<file path="config.mk">
export PLATFORM = sky130hd
export DESIGN_NAME = rsc_top
export DESIGN_NICKNAME = d
export VERILOG_FILES = /design/src/common/rsc_pkg.sv /design/src/hw/rsc_sync3.sv /design/src/hw/rsc_top.sv
export SDC_FILE = /design/constraint.sdc
export NUM_CORES = 2
export LEC_CHECK = 0
export ABC_AREA = 1
export BUFFER_PORTS_ARGS = -buffer_cell sky130_fd_sc_hd__buf_2
export CAP_MARGIN = 20
export CORE_MARGIN = 10
export CORE_UTILIZATION = 52
export DETAILED_ROUTE_END_ITERATION = 6
export PLACE_DENSITY_LB_ADDON = 0.1
export SETUP_SLACK_MARGIN = 0.4
export SLEW_MARGIN = 10
export SYNTH_ARGS = -nofsm -noshare
export SYNTH_HDL_FRONTEND = slang
export SYNTH_SLANG_ARGS = --single-unit
</file>
<file path="constraint.sdc">
create_clock -name clk_sys -period 3.2 [get_ports clk_sys]
set_clock_uncertainty 0.15 [all_clocks]
set_input_delay 0.16 -clock clk_sys [delete_from_list [all_inputs] [get_ports clk_sys]]
set_output_delay 0.16 -clock clk_sys [all_outputs]
set_load 0.05 [all_outputs]
</file>
<file path="src/common/rsc_pkg.sv">
// Constants, types and reset state of the rheostat serial command unit.
// Assumes a single 100 MHz system clock; serial pins arrive asynchronously.
//
// Overview of operation
// Frame is 16 bits: two unused bits, 4-bit command, 10-bit data.
// Host sends MSB first from bit 15, unused leading bits as zero.
// Frame sync low for the whole word; command runs when it rises.
// Clocks counted in 16-bit multiples; 32 bits valid, odd lengths not.
// Serial clock may stop while frame sync is high.
// Low-resolution variant ignores two wiper LSBs on write and read.
// NOP command does nothing and ignores its data.
// Command 1 loads data into wiper register when write enable set.
// Command 2 returns wiper in last 10 clocks of next frame.
// Command 3 stores wiper at next OTP location from 0x01, 50 entries.
// During the 350 ms store the shift register is locked.
// Store completion shown in program-ok bit, polled via control read.
// Command 4 reloads wiper from last stored value, even if protected.
// Command 5 returns OTP entry selected by data bits 5..0 next frame.
// Command 6 returns address of last programmed OTP entry next frame.
// Command 7 writes data bits 2..0 into control register.
// Command 8 returns control register contents next frame.
// Command 9 enters shutdown when data bit 0 is 1, leaves when 0.
// Wiper write enable clears at power-up; only reload may change wiper.
// Store refused unless program enable set; that bit resets to 0.
// Power-up wiper is midscale if nothing stored, else last stored value; reset here clears storage, so always midscale.
// Serial input sampled on each serial clock falling edge while framed.
// Frame sync rising before sixteenth clock abandons frame, no change.
// Serial output is open drain and needs an external pull-up.
// Program-ok set after successful store, zero by default or on failure.
// Command codes 10 to 15 act as NOP and change nothing.

package rsc_pkg;

    // ----------------------------------------
    // Timing
    // ----------------------------------------
    localparam int unsigned CLK_HZ = 100_000_000;
    localparam int unsigned PROG_TIME_MS = 350;
    localparam int unsigned PROG_CYCLES = PROG_TIME_MS * (CLK_HZ / 1000);

    // ----------------------------------------
    // Frame layout
    // ----------------------------------------
    localparam int FRAME_BITS = 16;
    localparam int DATA_BITS = 10;
    localparam int CMD_LSB = 10;
    localparam int CMD_MSB = 13;
    localparam int OTP_ENTRIES = 50;
    localparam logic [5:0] OTP_LAST = 6'h32;
    localparam logic [9:0] WIPER_MIDSCALE = 10'h200;

    localparam logic [3:0] CMD_NOP = 4'h0;
    localparam logic [3:0] CMD_WRITE_WIPER = 4'h1;
    localparam logic [3:0] CMD_READ_WIPER = 4'h2;
    localparam logic [3:0] CMD_STORE = 4'h3;
    localparam logic [3:0] CMD_RELOAD = 4'h4;
    localparam logic [3:0] CMD_READ_OTP = 4'h5;
    localparam logic [3:0] CMD_READ_ADDR = 4'h6;
    localparam logic [3:0] CMD_WRITE_CTRL = 4'h7;
    localparam logic [3:0] CMD_READ_CTRL = 4'h8;
    localparam logic [3:0] CMD_SHUTDOWN = 4'h9;

    // Control register bits
    localparam int CTL_PROG_EN = 0;
    localparam int CTL_WRITE_EN = 1;
    localparam int CTL_CAL_DIS = 2;
    localparam int CTL_PROG_OK = 3;
    localparam logic [3:0] CTRL_RESET = 4'h0;

    // ----------------------------------------
    // AXI4-Lite register map
    // ----------------------------------------
    localparam int AXI_AW = 8;
    localparam logic [7:0] REG_STATUS = 8'h00;
    localparam logic [7:0] REG_CONFIG = 8'h04;
    localparam int ST_WIPER_LSB = 0;
    localparam int ST_CTRL_LSB = 12;
    localparam int ST_SHUTDOWN = 16;
    localparam int ST_BUSY = 17;
    localparam int ST_LAST_LSB = 24;
    localparam int CFG_LOWRES = 0;
    localparam int CFG_FAIL = 1;
    localparam logic [1:0] RESP_OKAY = 2'h0;
    localparam logic [1:0] RESP_SLVERR = 2'h2;

    // Pin sync reset: frame sync idles high
    localparam logic [2:0] PIN_IDLE = 3'h2;

    typedef struct packed {
        logic awvalid;
        logic [AXI_AW-1:0] awaddr;
        logic wvalid;
        logic [31:0] wdata;
        logic [3:0] wstrb;
        logic bready;
        logic arvalid;
        logic [AXI_AW-1:0] araddr;
        logic rready;
    } rsc_axi_req_type;

    typedef struct packed {
        logic awready;
        logic wready;
        logic bvalid;
        logic [1:0] bresp;
        logic arready;
        logic rvalid;
        logic [31:0] rdata;
        logic [1:0] rresp;
    } rsc_axi_rsp_type;

    typedef enum logic [1:0] {LS_IDLE, LS_FRAME, LS_LOCKED} rsc_link_state_type;

    typedef struct packed {
        rsc_link_state_type lstate;
        logic prev_sclk;
        logic prev_fsn;
        logic [15:0] shift;
        logic [3:0] cnt;
        logic seen16;
        logic [15:0] oshift;
        logic [15:0] oword;
        logic sdo_oe_n;
        logic serial_out;
        logic [9:0] wiper;
        logic [3:0] ctrl;
        logic shutdown;
        logic busy;
        logic [31:0] timer;
        logic [5:0] last_addr;
        logic [OTP_ENTRIES-1:0][9:0] mem;
        logic lowres;
        logic fail_inj;
        logic aw_got;
        logic w_got;
        logic [AXI_AW-1:0] awaddr;
        logic [31:0] wdata;
        logic [3:0] wstrb;
        rsc_axi_rsp_type axi;
    } rsc_state_type;

    localparam rsc_state_type STATE_RESET = '{
        lstate: LS_IDLE,
        prev_fsn: 1'b1,
        sdo_oe_n: 1'b1,
        wiper: WIPER_MIDSCALE,
        ctrl: CTRL_RESET,
        axi: '{awready: 1'b1, wready: 1'b1, arready: 1'b1, default: '0},
        default: '0
    };

endpackage

</file>
<file path="src/hw/rsc_sync3.sv">
// Three-stage synchroniser for asynchronous pins.
// Assumes clk_sys domain; filtered output moves only when stages two and three agree.
`timescale 1ns/10ps

module rsc_sync3 #(
    parameter int W = 3,
    parameter logic [W-1:0] INIT = '0
) (
    input wire logic clk_sys,
    input wire logic rst,
    input wire logic ce,
    input wire logic [W-1:0] async_i,
    output logic [W-1:0] filt_o
);

    typedef struct packed {
        logic [W-1:0] s1;
        logic [W-1:0] s2;
        logic [W-1:0] s3;
        logic [W-1:0] filt;
    } rsc_sync_state_type;

    rsc_sync_state_type q, d;

    always_comb begin
        d = q;
        d.s1 = async_i;
        d.s2 = q.s1;
        d.s3 = q.s2;
        // Stage one feeds stage two only, never a decision
        for (int i = 0; i < W; i++) begin
            if (q.s2[i] == q.s3[i]) begin
                d.filt[i] = q.s3[i];
            end
        end
    end

    always_ff @(posedge clk_sys) begin
        if (rst) begin
            q <= '{s1: INIT, s2: INIT, s3: INIT, filt: INIT};
        end else if (ce) begin
            q <= d;
        end
    end

    assign filt_o = q.filt;

endmodule // rsc_sync3

</file>
<file path="src/hw/rsc_top.sv">
// Serial command unit of a digital rheostat with an AXI4-Lite status port.
// Assumes serial pins are asynchronous to clk_sys and sclk is much slower than it.
`timescale 1ns/10ps

module rsc_top #(
    parameter int unsigned PROG_CYCLES = rsc_pkg::PROG_CYCLES
) (
    input wire logic clk_sys,
    input wire logic rst,
    input wire logic ce,
    input wire rsc_pkg::rsc_axi_req_type axi_req,
    output rsc_pkg::rsc_axi_rsp_type axi_rsp,
    input wire logic sclk,
    input wire logic frame_sync_n,
    input wire logic serial_in,
    input wire logic serial_out_i,
    output logic serial_out_o,
    output logic serial_out_oe_n,
    output logic [9:0] wiper_o,
    output logic shutdown_o,
    output logic tolerance_calib_disable_o,
    output logic busy_o
);

    // ----------------------------------------
    // Pin synchronisation
    // ----------------------------------------
    logic [2:0] pins;

    rsc_sync3 #(
        .W(3),
        .INIT(rsc_pkg::PIN_IDLE)
    ) u_sync (
        .clk_sys(clk_sys),
        .rst(rst),
        .ce(ce),
        .async_i({serial_in, frame_sync_n, sclk}),
        .filt_o(pins)
    );

    rsc_pkg::rsc_state_type q, d;
    logic sclk_f, fsn_f, sin_f;
    logic sclk_fall, fs_fall, fs_rise;
    logic frame_ok, exec;
    logic [3:0] cmd;
    logic [9:0] data;
    logic [9:0] wiper_rd;
    logic [5:0] otp_idx;

    assign sclk_f = pins[0];
    assign fsn_f = pins[1];
    assign sin_f = pins[2];
    assign sclk_fall = q.prev_sclk && !sclk_f;
    assign fs_fall = q.prev_fsn && !fsn_f;
    assign fs_rise = !q.prev_fsn && fsn_f;
    // Only whole multiples of sixteen clocks execute
    assign frame_ok = q.seen16 && (q.cnt == 4'h0);
    assign exec = ce && (q.lstate == rsc_pkg::LS_FRAME) && fs_rise && frame_ok;
    assign cmd = q.shift[rsc_pkg::CMD_MSB:rsc_pkg::CMD_LSB];
    assign data = q.shift[rsc_pkg::DATA_BITS-1:0];
    assign wiper_rd = q.lowres ? {q.wiper[9:2], 2'h0} : q.wiper;
    assign otp_idx = data[5:0];

    // All state below moves in one process, so no flag has two writers

    always_comb begin
        d = q;
        d.prev_sclk = sclk_f;
        d.prev_fsn = fsn_f;

        // ----------------------------------------
        // Serial link
        // ----------------------------------------
        case (q.lstate)
            rsc_pkg::LS_IDLE: begin
                // Sclk edges are ignored here, so a stopped clock is harmless
                if (fs_fall) begin
                    d.cnt = 4'h0;
                    d.seen16 = 1'b0;
                    d.oshift = q.oword;
                    // A locked frame leaves the line released throughout
                    d.sdo_oe_n = q.busy | q.oword[15];
                    d.lstate = q.busy ? rsc_pkg::LS_LOCKED : rsc_pkg::LS_FRAME;
                end
            end
            rsc_pkg::LS_FRAME: begin
                if (fs_rise) begin
                    d.lstate = rsc_pkg::LS_IDLE;
                    d.sdo_oe_n = 1'b1;
                end else if (sclk_fall) begin
                    d.shift = {q.shift[14:0], sin_f};
                    d.cnt = q.cnt + 4'h1;
                    if (q.cnt == 4'hf) begin
                        d.seen16 = 1'b1;
                    end
                    // Daisy-chain style: received bits follow the answer word
                    d.oshift = {q.oshift[14:0], sin_f};
                    d.sdo_oe_n = q.oshift[14];
                end
            end
            rsc_pkg::LS_LOCKED: begin
                // Frames arriving during a store are discarded whole
                if (fs_rise) begin
                    d.lstate = rsc_pkg::LS_IDLE;
                end
            end
            default: begin
                d.lstate = rsc_pkg::LS_IDLE;
            end
        endcase

        // ----------------------------------------
        // Command execution
        // ----------------------------------------
        if (exec) begin
            d.oword = q.shift;
            case (cmd)
                rsc_pkg::CMD_WRITE_WIPER: begin
                    if (q.ctrl[rsc_pkg::CTL_WRITE_EN]) begin
                        d.wiper = q.lowres ? {data[9:2], 2'h0} : data;
                    end
                end
                rsc_pkg::CMD_READ_WIPER: begin
                    d.oword = {6'h0, wiper_rd};
                end
                rsc_pkg::CMD_STORE: begin
                    d.ctrl[rsc_pkg::CTL_PROG_OK] = 1'b0;
                    if (q.ctrl[rsc_pkg::CTL_PROG_EN] && !q.fail_inj &&
                            q.last_addr < rsc_pkg::OTP_LAST) begin
                        d.busy = 1'b1;
                        d.timer = 32'h0;
                    end
                end
                rsc_pkg::CMD_RELOAD: begin
                    // Reload ignores write protection
                    d.wiper = (q.last_addr == 6'h0) ? rsc_pkg::WIPER_MIDSCALE
                            : q.mem[q.last_addr - 6'h1];
                    d.shutdown = 1'b0;
                end
                rsc_pkg::CMD_READ_OTP: begin
                    if (otp_idx != 6'h0 && otp_idx <= rsc_pkg::OTP_LAST) begin
                        d.oword = {6'h0, q.mem[otp_idx - 6'h1]};
                    end else begin
                        d.oword = 16'h0;
                    end
                end
                rsc_pkg::CMD_READ_ADDR: begin
                    d.oword = {10'h0, q.last_addr};
                end
                rsc_pkg::CMD_WRITE_CTRL: begin
                    d.ctrl[2:0] = data[2:0];
                end
                rsc_pkg::CMD_READ_CTRL: begin
                    d.oword = {12'h0, q.ctrl};
                end
                rsc_pkg::CMD_SHUTDOWN: begin
                    d.shutdown = data[0];
                end
                default: begin
                    // NOP and undefined codes change nothing
                end
            endcase
        end

        // ----------------------------------------
        // OTP programming timer
        // ----------------------------------------
        if (q.busy) begin
            d.timer = q.timer + 32'h1;
            if (q.timer == PROG_CYCLES - 1) begin
                d.busy = 1'b0;
                d.mem[q.last_addr] = q.wiper;
                d.last_addr = q.last_addr + 6'h1;
                d.ctrl[rsc_pkg::CTL_PROG_OK] = 1'b1;
            end
        end

        // ----------------------------------------
        // AXI4-Lite write
        // ----------------------------------------
        if (axi_req.awvalid && q.axi.awready) begin
            d.axi.awready = 1'b0;
            d.aw_got = 1'b1;
            d.awaddr = axi_req.awaddr;
        end
        if (axi_req.wvalid && q.axi.wready) begin
            d.axi.wready = 1'b0;
            d.w_got = 1'b1;
            d.wdata = axi_req.wdata;
            d.wstrb = axi_req.wstrb;
        end
        if (q.aw_got && q.w_got && !q.axi.bvalid) begin
            d.axi.bvalid = 1'b1;
            if (q.awaddr == rsc_pkg::REG_CONFIG) begin
                d.axi.bresp = rsc_pkg::RESP_OKAY;
                if (q.wstrb[0]) begin
                    d.lowres = q.wdata[rsc_pkg::CFG_LOWRES];
                    d.fail_inj = q.wdata[rsc_pkg::CFG_FAIL];
                end
            end else begin
                // Status is read-only, anything else is unmapped
                d.axi.bresp = rsc_pkg::RESP_SLVERR;
            end
        end
        if (q.axi.bvalid && axi_req.bready) begin
            d.axi.bvalid = 1'b0;
            d.aw_got = 1'b0;
            d.w_got = 1'b0;
            d.axi.awready = 1'b1;
            d.axi.wready = 1'b1;
        end

        // ----------------------------------------
        // AXI4-Lite read
        // ----------------------------------------
        if (axi_req.arvalid && q.axi.arready) begin
            d.axi.arready = 1'b0;
            d.axi.rvalid = 1'b1;
            d.axi.rdata = 32'h0;
            d.axi.rresp = rsc_pkg::RESP_OKAY;
            if (axi_req.araddr == rsc_pkg::REG_STATUS) begin
                d.axi.rdata[rsc_pkg::ST_WIPER_LSB +: 10] = wiper_rd;
                d.axi.rdata[rsc_pkg::ST_CTRL_LSB +: 4] = q.ctrl;
                d.axi.rdata[rsc_pkg::ST_SHUTDOWN] = q.shutdown;
                d.axi.rdata[rsc_pkg::ST_BUSY] = q.busy;
                d.axi.rdata[rsc_pkg::ST_LAST_LSB +: 6] = q.last_addr;
            end else if (axi_req.araddr == rsc_pkg::REG_CONFIG) begin
                d.axi.rdata[rsc_pkg::CFG_LOWRES] = q.lowres;
                d.axi.rdata[rsc_pkg::CFG_FAIL] = q.fail_inj;
            end else begin
                d.axi.rresp = rsc_pkg::RESP_SLVERR;
            end
        end
        if (q.axi.rvalid && axi_req.rready) begin
            d.axi.rvalid = 1'b0;
            d.axi.arready = 1'b1;
        end

        // Open drain never drives high
        d.serial_out = 1'b0;
    end

    always_ff @(posedge clk_sys) begin
        if (rst) begin
            // Storage is volatile here, so power-up always finds it blank
            q <= rsc_pkg::STATE_RESET;
        end else if (ce) begin
            q <= d;
        end
    end

    // ----------------------------------------
    // Outputs
    // ----------------------------------------
    assign axi_rsp = q.axi;
    assign serial_out_o = q.serial_out;
    assign serial_out_oe_n = q.sdo_oe_n;
    assign wiper_o = q.wiper;
    assign shutdown_o = q.shutdown;
    assign tolerance_calib_disable_o = q.ctrl[rsc_pkg::CTL_CAL_DIS];
    assign busy_o = q.busy;

    logic ce_q;
    always_ff @(posedge clk_sys) begin
        ce_q <= ce;
    end
endmodule // rsc_top

</file>
# ---- After elaboration in Yosys (flattened, before gate mapping)
# Cells that the tools add are included.
dict set report word_totals {
  ff_bits 669
  input_bits 64
  out_inout_bits 56
  word_cells 242
}
dict set report op_classes {
  n_eq_ne 25
  reduce_logical 62
  mux 55
  magnitude_cmp 6
  bitwise 2
  addsub 5
}
# cell n
set ops {}
lappend ops {{539-bit two-way mux} 1}
lappend ops {{506-bit two-way mux} 1}
lappend ops {{500-bit bitwise mux} 1}
lappend ops {{10-bit binary-select mux with 6-bit select} 2}
lappend ops {{33-bit two-way mux} 2}
lappend ops {{16-bit one-hot mux with 4 select lines} 1}
lappend ops {{21-bit two-way mux} 3}
lappend ops {{10-bit demux with 6-bit select} 1}
lappend ops {{10-bit two-way mux} 6}
lappend ops {{21-bit one-hot mux with 2 select lines} 1}
lappend ops {{38-bit two-way mux} 1}
lappend ops {{36-bit two-way mux} 1}
lappend ops {{32-bit by 1-bit adder with 32-bit output (second input constant)} 1}
lappend ops {{32-bit by 26-bit equality test with 1-bit output (second input constant)} 1}
lappend ops {{2-bit two-way mux} 12}
lappend ops {{2-bit AND reduction} 12}
lappend ops {{6-bit by 7-bit less-than comparator with 1-bit output (second input constant)} 3}
lappend ops {{10-bit one-hot mux with 2 select lines} 1}
lappend ops {{4-bit AND reduction} 5}
lappend ops {{2-bit nonzero test} 10}
lappend ops {{1-bit logical AND} 18}
lappend ops {{4-bit by 3-bit equality test with 1-bit output (second input constant)} 4}
lappend ops {{8-bit by 3-bit equality test with 1-bit output (second input constant)} 2}
lappend ops {{4-bit equality test (second input constant)} 3}
lappend ops {{other kinds (32)} 62}

# ---- Depth between registers and ports, before layout
dict set report depth {
  depth_word 8
  ltp_mapped 18
  ltp_nobuf 15
}

# ---- Hierarchy
# Synthesis repeated with hierarchy kept, for this count alone.
dict set report hier_totals {
  hier_cells 5764
  area_unflattened_um2 36510.0
}
# module instances cells_per_inst seq_area_each_um2 area_each_um2
set modules_own_cells {}
lappend modules_own_cells {rsc_top 1 5702 13112.6 36034.6}
lappend modules_own_cells {rsc_sync3 1 62 240.2 475.5}

# ---- Worst setup path before layout
# OpenSTA, ideal clock, no wires.
dict set report synth_path {
  kind {register to register}
  startpoint {register q, in the netlist data[0]}
  endpoint {register q[647] (netlist name)}
  path_buffers 5
  path_stages_with_launch 18
  arrival_time_ns 2.603
  setup_slack_ns 0.314
  setup_ns 0.132
  required_ns 2.918
  synth_period_minus_slack_ns 2.886
  cell_sequence {dfxtp_1 > buf_2 > inv_2 > clkbuf_1 > clkbuf_1 > ha_1 > clkinv_1 > clkbuf_1 > buf_1 > nand3_1 > nand3_1 > nand3_1 > nand3_1 > nand3_1 > nand3_1 > nand2_1 > nand2_1 > a21oi_1}
}
dict set report synth_via {
  elab_chain_cells 5
  elab_cells_between_ends 8
  classes_between {add/sub: 1; order compare: 1; mux: 4; reduce/logical: 2}
}
# element line
set synth_lines {}
lappend synth_lines {{start, declared} rsc_top.sv:41} ;# rsc_pkg::rsc_state_type q, d;
lappend synth_lines {{start signal, assigned} rsc_top.sv:246} ;# q <= rsc_pkg::STATE_RESET;
lappend synth_lines {{6-bit by 1-bit subtractor with 6-bit output} rsc_top.sv:142} ;# d.oword = {6'h0, q.mem[otp_idx - 6'h1]};
lappend synth_lines {{10-bit binary-select mux with 6-bit select} rsc_top.sv:142}
lappend synth_lines {{10-bit two-way mux (not written as such)} rsc_top.sv:142}
lappend synth_lines {{10-bit two-way mux *} rsc_top.sv:141} ;# if (otp_idx != 6'h0 && otp_idx <= rsc_pkg::OTP_LAST) begin
lappend synth_lines {{16-bit one-hot mux with 4 select lines *} rsc_top.sv:117} ;# case (cmd)
# Mark *: on every way between the ends. The rest lies on a longest branch, timed or not. The select of a mux whose other input is x is not followed.
# A chain may end at the register's enable or synchronous reset.

# ---- Final worst setup path
dict set report layout_path {
  startpoint {register q, in the netlist data[0]}
  endpoint {register q[646] (netlist name)}
}
# Same word-level chain as after synthesis.

==> flow_metrics.env <==
export IMPL_placement_io_buffers=72
export IMPL_wl_met2_um=61100
export IMPL_fin_nets=5680
export IMPL_grt_max_degree=156
export IMPL_core_um2=68900
export IMPL_crit_chain="clkinv_8 -> ha_4 -> buf_4 -> buf_16 -> a21oi_1 -> o21ai_0 -> nand3_1 -> nand3_1 -> nand3_1 -> nand3_1 -> nand2_1 -> nand2_1 -> nand2_1 -> a21oi_1"
export IMPL_worst_slew_pin_slew_ns=1.04
export IMPL_synth_fa_ha_area_share_pct=0.379
export IMPL_synth_seq_cells=667
export IMPL_min_path_type="input port to flip-flop"
export IMPL_rr_worst_depth=14
export IMPL_r2r_slack_ns=0.34
export IMPL_htree_levels=3
export IMPL_slew_headroom_pct=30.7
export IMPL_fmax_mhz=349
export IMPL_run_status="finished clean"
export IMPL_slowest_delay_ns=0.39
export IMPL_cts_buffer_depth=3
export IMPL_slew_viol_final=0
export IMPL_period_share_pct=89.4
export IMPL_viasPerCell=6.17
export IMPL_wirelength_um=143000
export IMPL_area_delta_synth_final_pct=14.2
export IMPL_final_cell_mix="nand2_1 (1670), nand3_1 (1216), a21oi_1 (738), dfxtp_1 (654), nor2_1 (218)"
export IMPL_drv_cap=0
export IMPL_cp_start_kind="flip-flop"
export IMPL_wl_met1_um=58800
export IMPL_setup_viol=0
export IMPL_synth_top_area_cell="dfxtp_1"
export IMPL_critPathSlowestCell="dfxtp_4"
export IMPL_layout_drive_gt1_share_pct=9.36
export IMPL_final_core_util_pct=60.2
export IMPL_start_util_pct=52.7
export IMPL_cts_tree="built"
export IMPL_grt_pass1_wl_um=215000
export IMPL_die_w_um=284
export IMPL_layout_commonest_cell="nand2_1"
export IMPL_cts_sinks=667
export IMPL_dp_hpwl_um=87400
export IMPL_synth_top_family_by_area="simple AND/OR/NAND/NOR gates"
export IMPL_synthFlopType="dfxtp_1"
export IMPL_fin_crit_ns=2.86
export IMPL_worstPathArrival_ns=3.22
export IMPL_clk_pin_slew_ns=0.06
export IMPL_io_pins=120
export IMPL_power_leakage_uw=0.0141
export IMPL_post_drt_wl_per_cell_um=21.7
export IMPL_globalplace_congestion=0.965
export IMPL_cp_required_ns=3.56
export IMPL_synth_edf_count=0
export IMPL_netlist_area_leader_share_pct=36.7
export IMPL_r2r_end="q[646]"
export IMPL_path_common_cell="nand3_1"
export IMPL_hold_end="q[83]"
export IMPL_synth_compound_area_share_pct=15.2
export IMPL_fillers=6780
export IMPL_num_vias=40700
export IMPL_drt_iter0_markers=6302
export IMPL_peakVddDrop_uv=357
export IMPL_min_from="axi_req[54]"
export IMPL_syn_area_per_cell_um2=6.34
export IMPL_dr_wl_met3_um=16800
export IMPL_cts_root_buf="clkbuf_16"
export IMPL_path_buf_inv=3
export IMPL_crit_fanout=38
export IMPL_hold_viol_final=0
export IMPL_fin_cells=6598
export IMPL_async_flop_share_pct=0
export IMPL_whs_path_depth=4
export IMPL_dp_cells=6389
export IMPL_first_pass_iters=7
export IMPL_ys_top_cells_by_area="dfxtp_1 (37%), nand2_1 (18%), nand3_1 (17%), a21oi_1 (10%), clkbuf_1 (3.4%)"
export IMPL_path_class="flip-flop to flip-flop"
export IMPL_synth_cell_types=49
export IMPL_rows=96
export IMPL_ys_warn_count=0
export IMPL_grt_antenna_before_repair=2
export IMPL_critPathCaptureType="flip-flop"
export IMPL_muxShareOfSynthArea_pct=0
export IMPL_track_usage_pct=33.0
export IMPL_grt_setup_unrepaired="true"
export IMPL_setup_tns_final_ns=0
export IMPL_cts_inserted_buffers=77
export IMPL_clock_latency_ns=0.65
export IMPL_grt_overflow=0
export IMPL_synthSimpleGateAreaFrac_pct=38.7
export IMPL_fp_dieH_um=284
export IMPL_cp_top_family="simple AND/OR/NAND/NOR gates"
export IMPL_synth_area_um2=36300
export IMPL_drc_errors=0
export IMPL_die_area_um2=80900
export IMPL_r2r_start="data[0]"
export IMPL_syn_inst=5730
export IMPL_synthXorXnorAreaFrac_pct=0.386
export IMPL_grt_pass1_vias=35300
export IMPL_power_density_nw_per_um2=463
export IMPL_top_layer_used="met4"
export IMPL_ant_nets=0
export IMPL_ys_seq_area_share_pct=36.7
==> cells in the mapped netlist, types with 2 or more instances <==
cell and count:
nand2_1 1708, nand3_1 1231, a21oi_1 739, dfxtp_1 667
clkbuf_1 330, nor2_1 227, o21ai_0 213, inv_1 152
buf_4 89, buf_2 75, buf_1 45, nand4_1 36
a31oi_1 27, nor3_1 27, o211ai_1 17, a32o_1 12
xor2_1 12, a211oi_1 11, ha_1 11, nor4_1 11
nand2_2 10, inv_2 9, o21a_1 9, a22oi_1 7
clkinv_1 7, nand3b_1 6, o21ai_1 5, o22ai_1 4
xnor2_1 4, or2_2 3, a221oi_1 2, and3_1 2
buf_6 2, nand3_2 2, nor3_2 2, nor3b_1 2
o221ai_1 2
==> worst max path at each step <==
stage / endpoint / cells after the start / startpoint / slack (ns)
6_report: q[646] / 14 / data[0] / 0.34
3_3_place_gp: flip-flop / 7 / q[591] / 0.17
2_1_floorplan: q[647] / 17 / data[0] / 0.43
5_1_grt: flip-flop / 7 / q[589] / 0.37
3_5_place_dp: flip-flop / 7 / q[591] / 0.03
4_1_cts: flip-flop / 5 / q[593] / 0.38
==> power breakdown <==
group	internal [µW]	total, µW	switching (µW)
sequential	8370	8400	36.6
clock	6170	9980	3810
combinational	231	830	599
total	14800	19200	4440
==> per-stage QoR <==
step	area [µm²]	total power, µW	hold WS, ns	setup WS, ns
2_1_floorplan	36400	9100	0.136	0.432
3_3_place_gp	37500	9320	0.225	0.167
3_5_place_dp	37500	9330	0.244	0.0309
4_1_cts	40900	19200	0.178	0.377
5_1_grt	41500	19600	0.210	0.370
6_report	41500	19200	0.206	0.338
==> tightest hold or removal path: stages <==
cell and delay [ns]:
dlygate4sd3_1 0.52, buf_2 0.09, o21ai_0 0.07, a21oi_1 0.11
==> kinds of logic after synthesis <==
family,count (synthesis)
simple gates,3270
compound gates,1055
buf+inv,710
flops,667
xor+xnor,16
fa+ha+maj,11
other cells,1
==> area by class of cell <==
class / count / area (µm²) / area share (%)
flip-flops and latches: 667 / 13400 / 32.2
multi-input cells: 4365 / 20300 / 48.8
diodes: 2 / 5.00 / 0.0121
inverters: 169 / 689 / 1.66
repair inverters: 2 / 25.0 / 0.0603
clock buffers: 103 / 2260 / 5.45
repair buffers: 323 / 3130 / 7.55
well taps: 931 / 1160 / 2.81
clock inverters: 36 / 596 / 1.44
==> timing repair <==
item | in CTS | in global routing
gates cloned | 0 | 8
endpoints found under the setup margin | 249 | 514
endpoints found under the hold margin | 107 | 0
hold buffers | 44 | 0
buffers inserted | 1 | 16
pin swaps | 1 | 7
resized for setup | 33 | 69
==> layer usage <==
metal | vias to the layer above | track usage [%]
met4 | 0 | 15.2
met3 | 372 | 7.18
li1 | 19000 | -
met5 | - | 0
met1 | 18900 | 45.6
met2 | 2457 | 48.4
(Power assumes the default switching activity.)
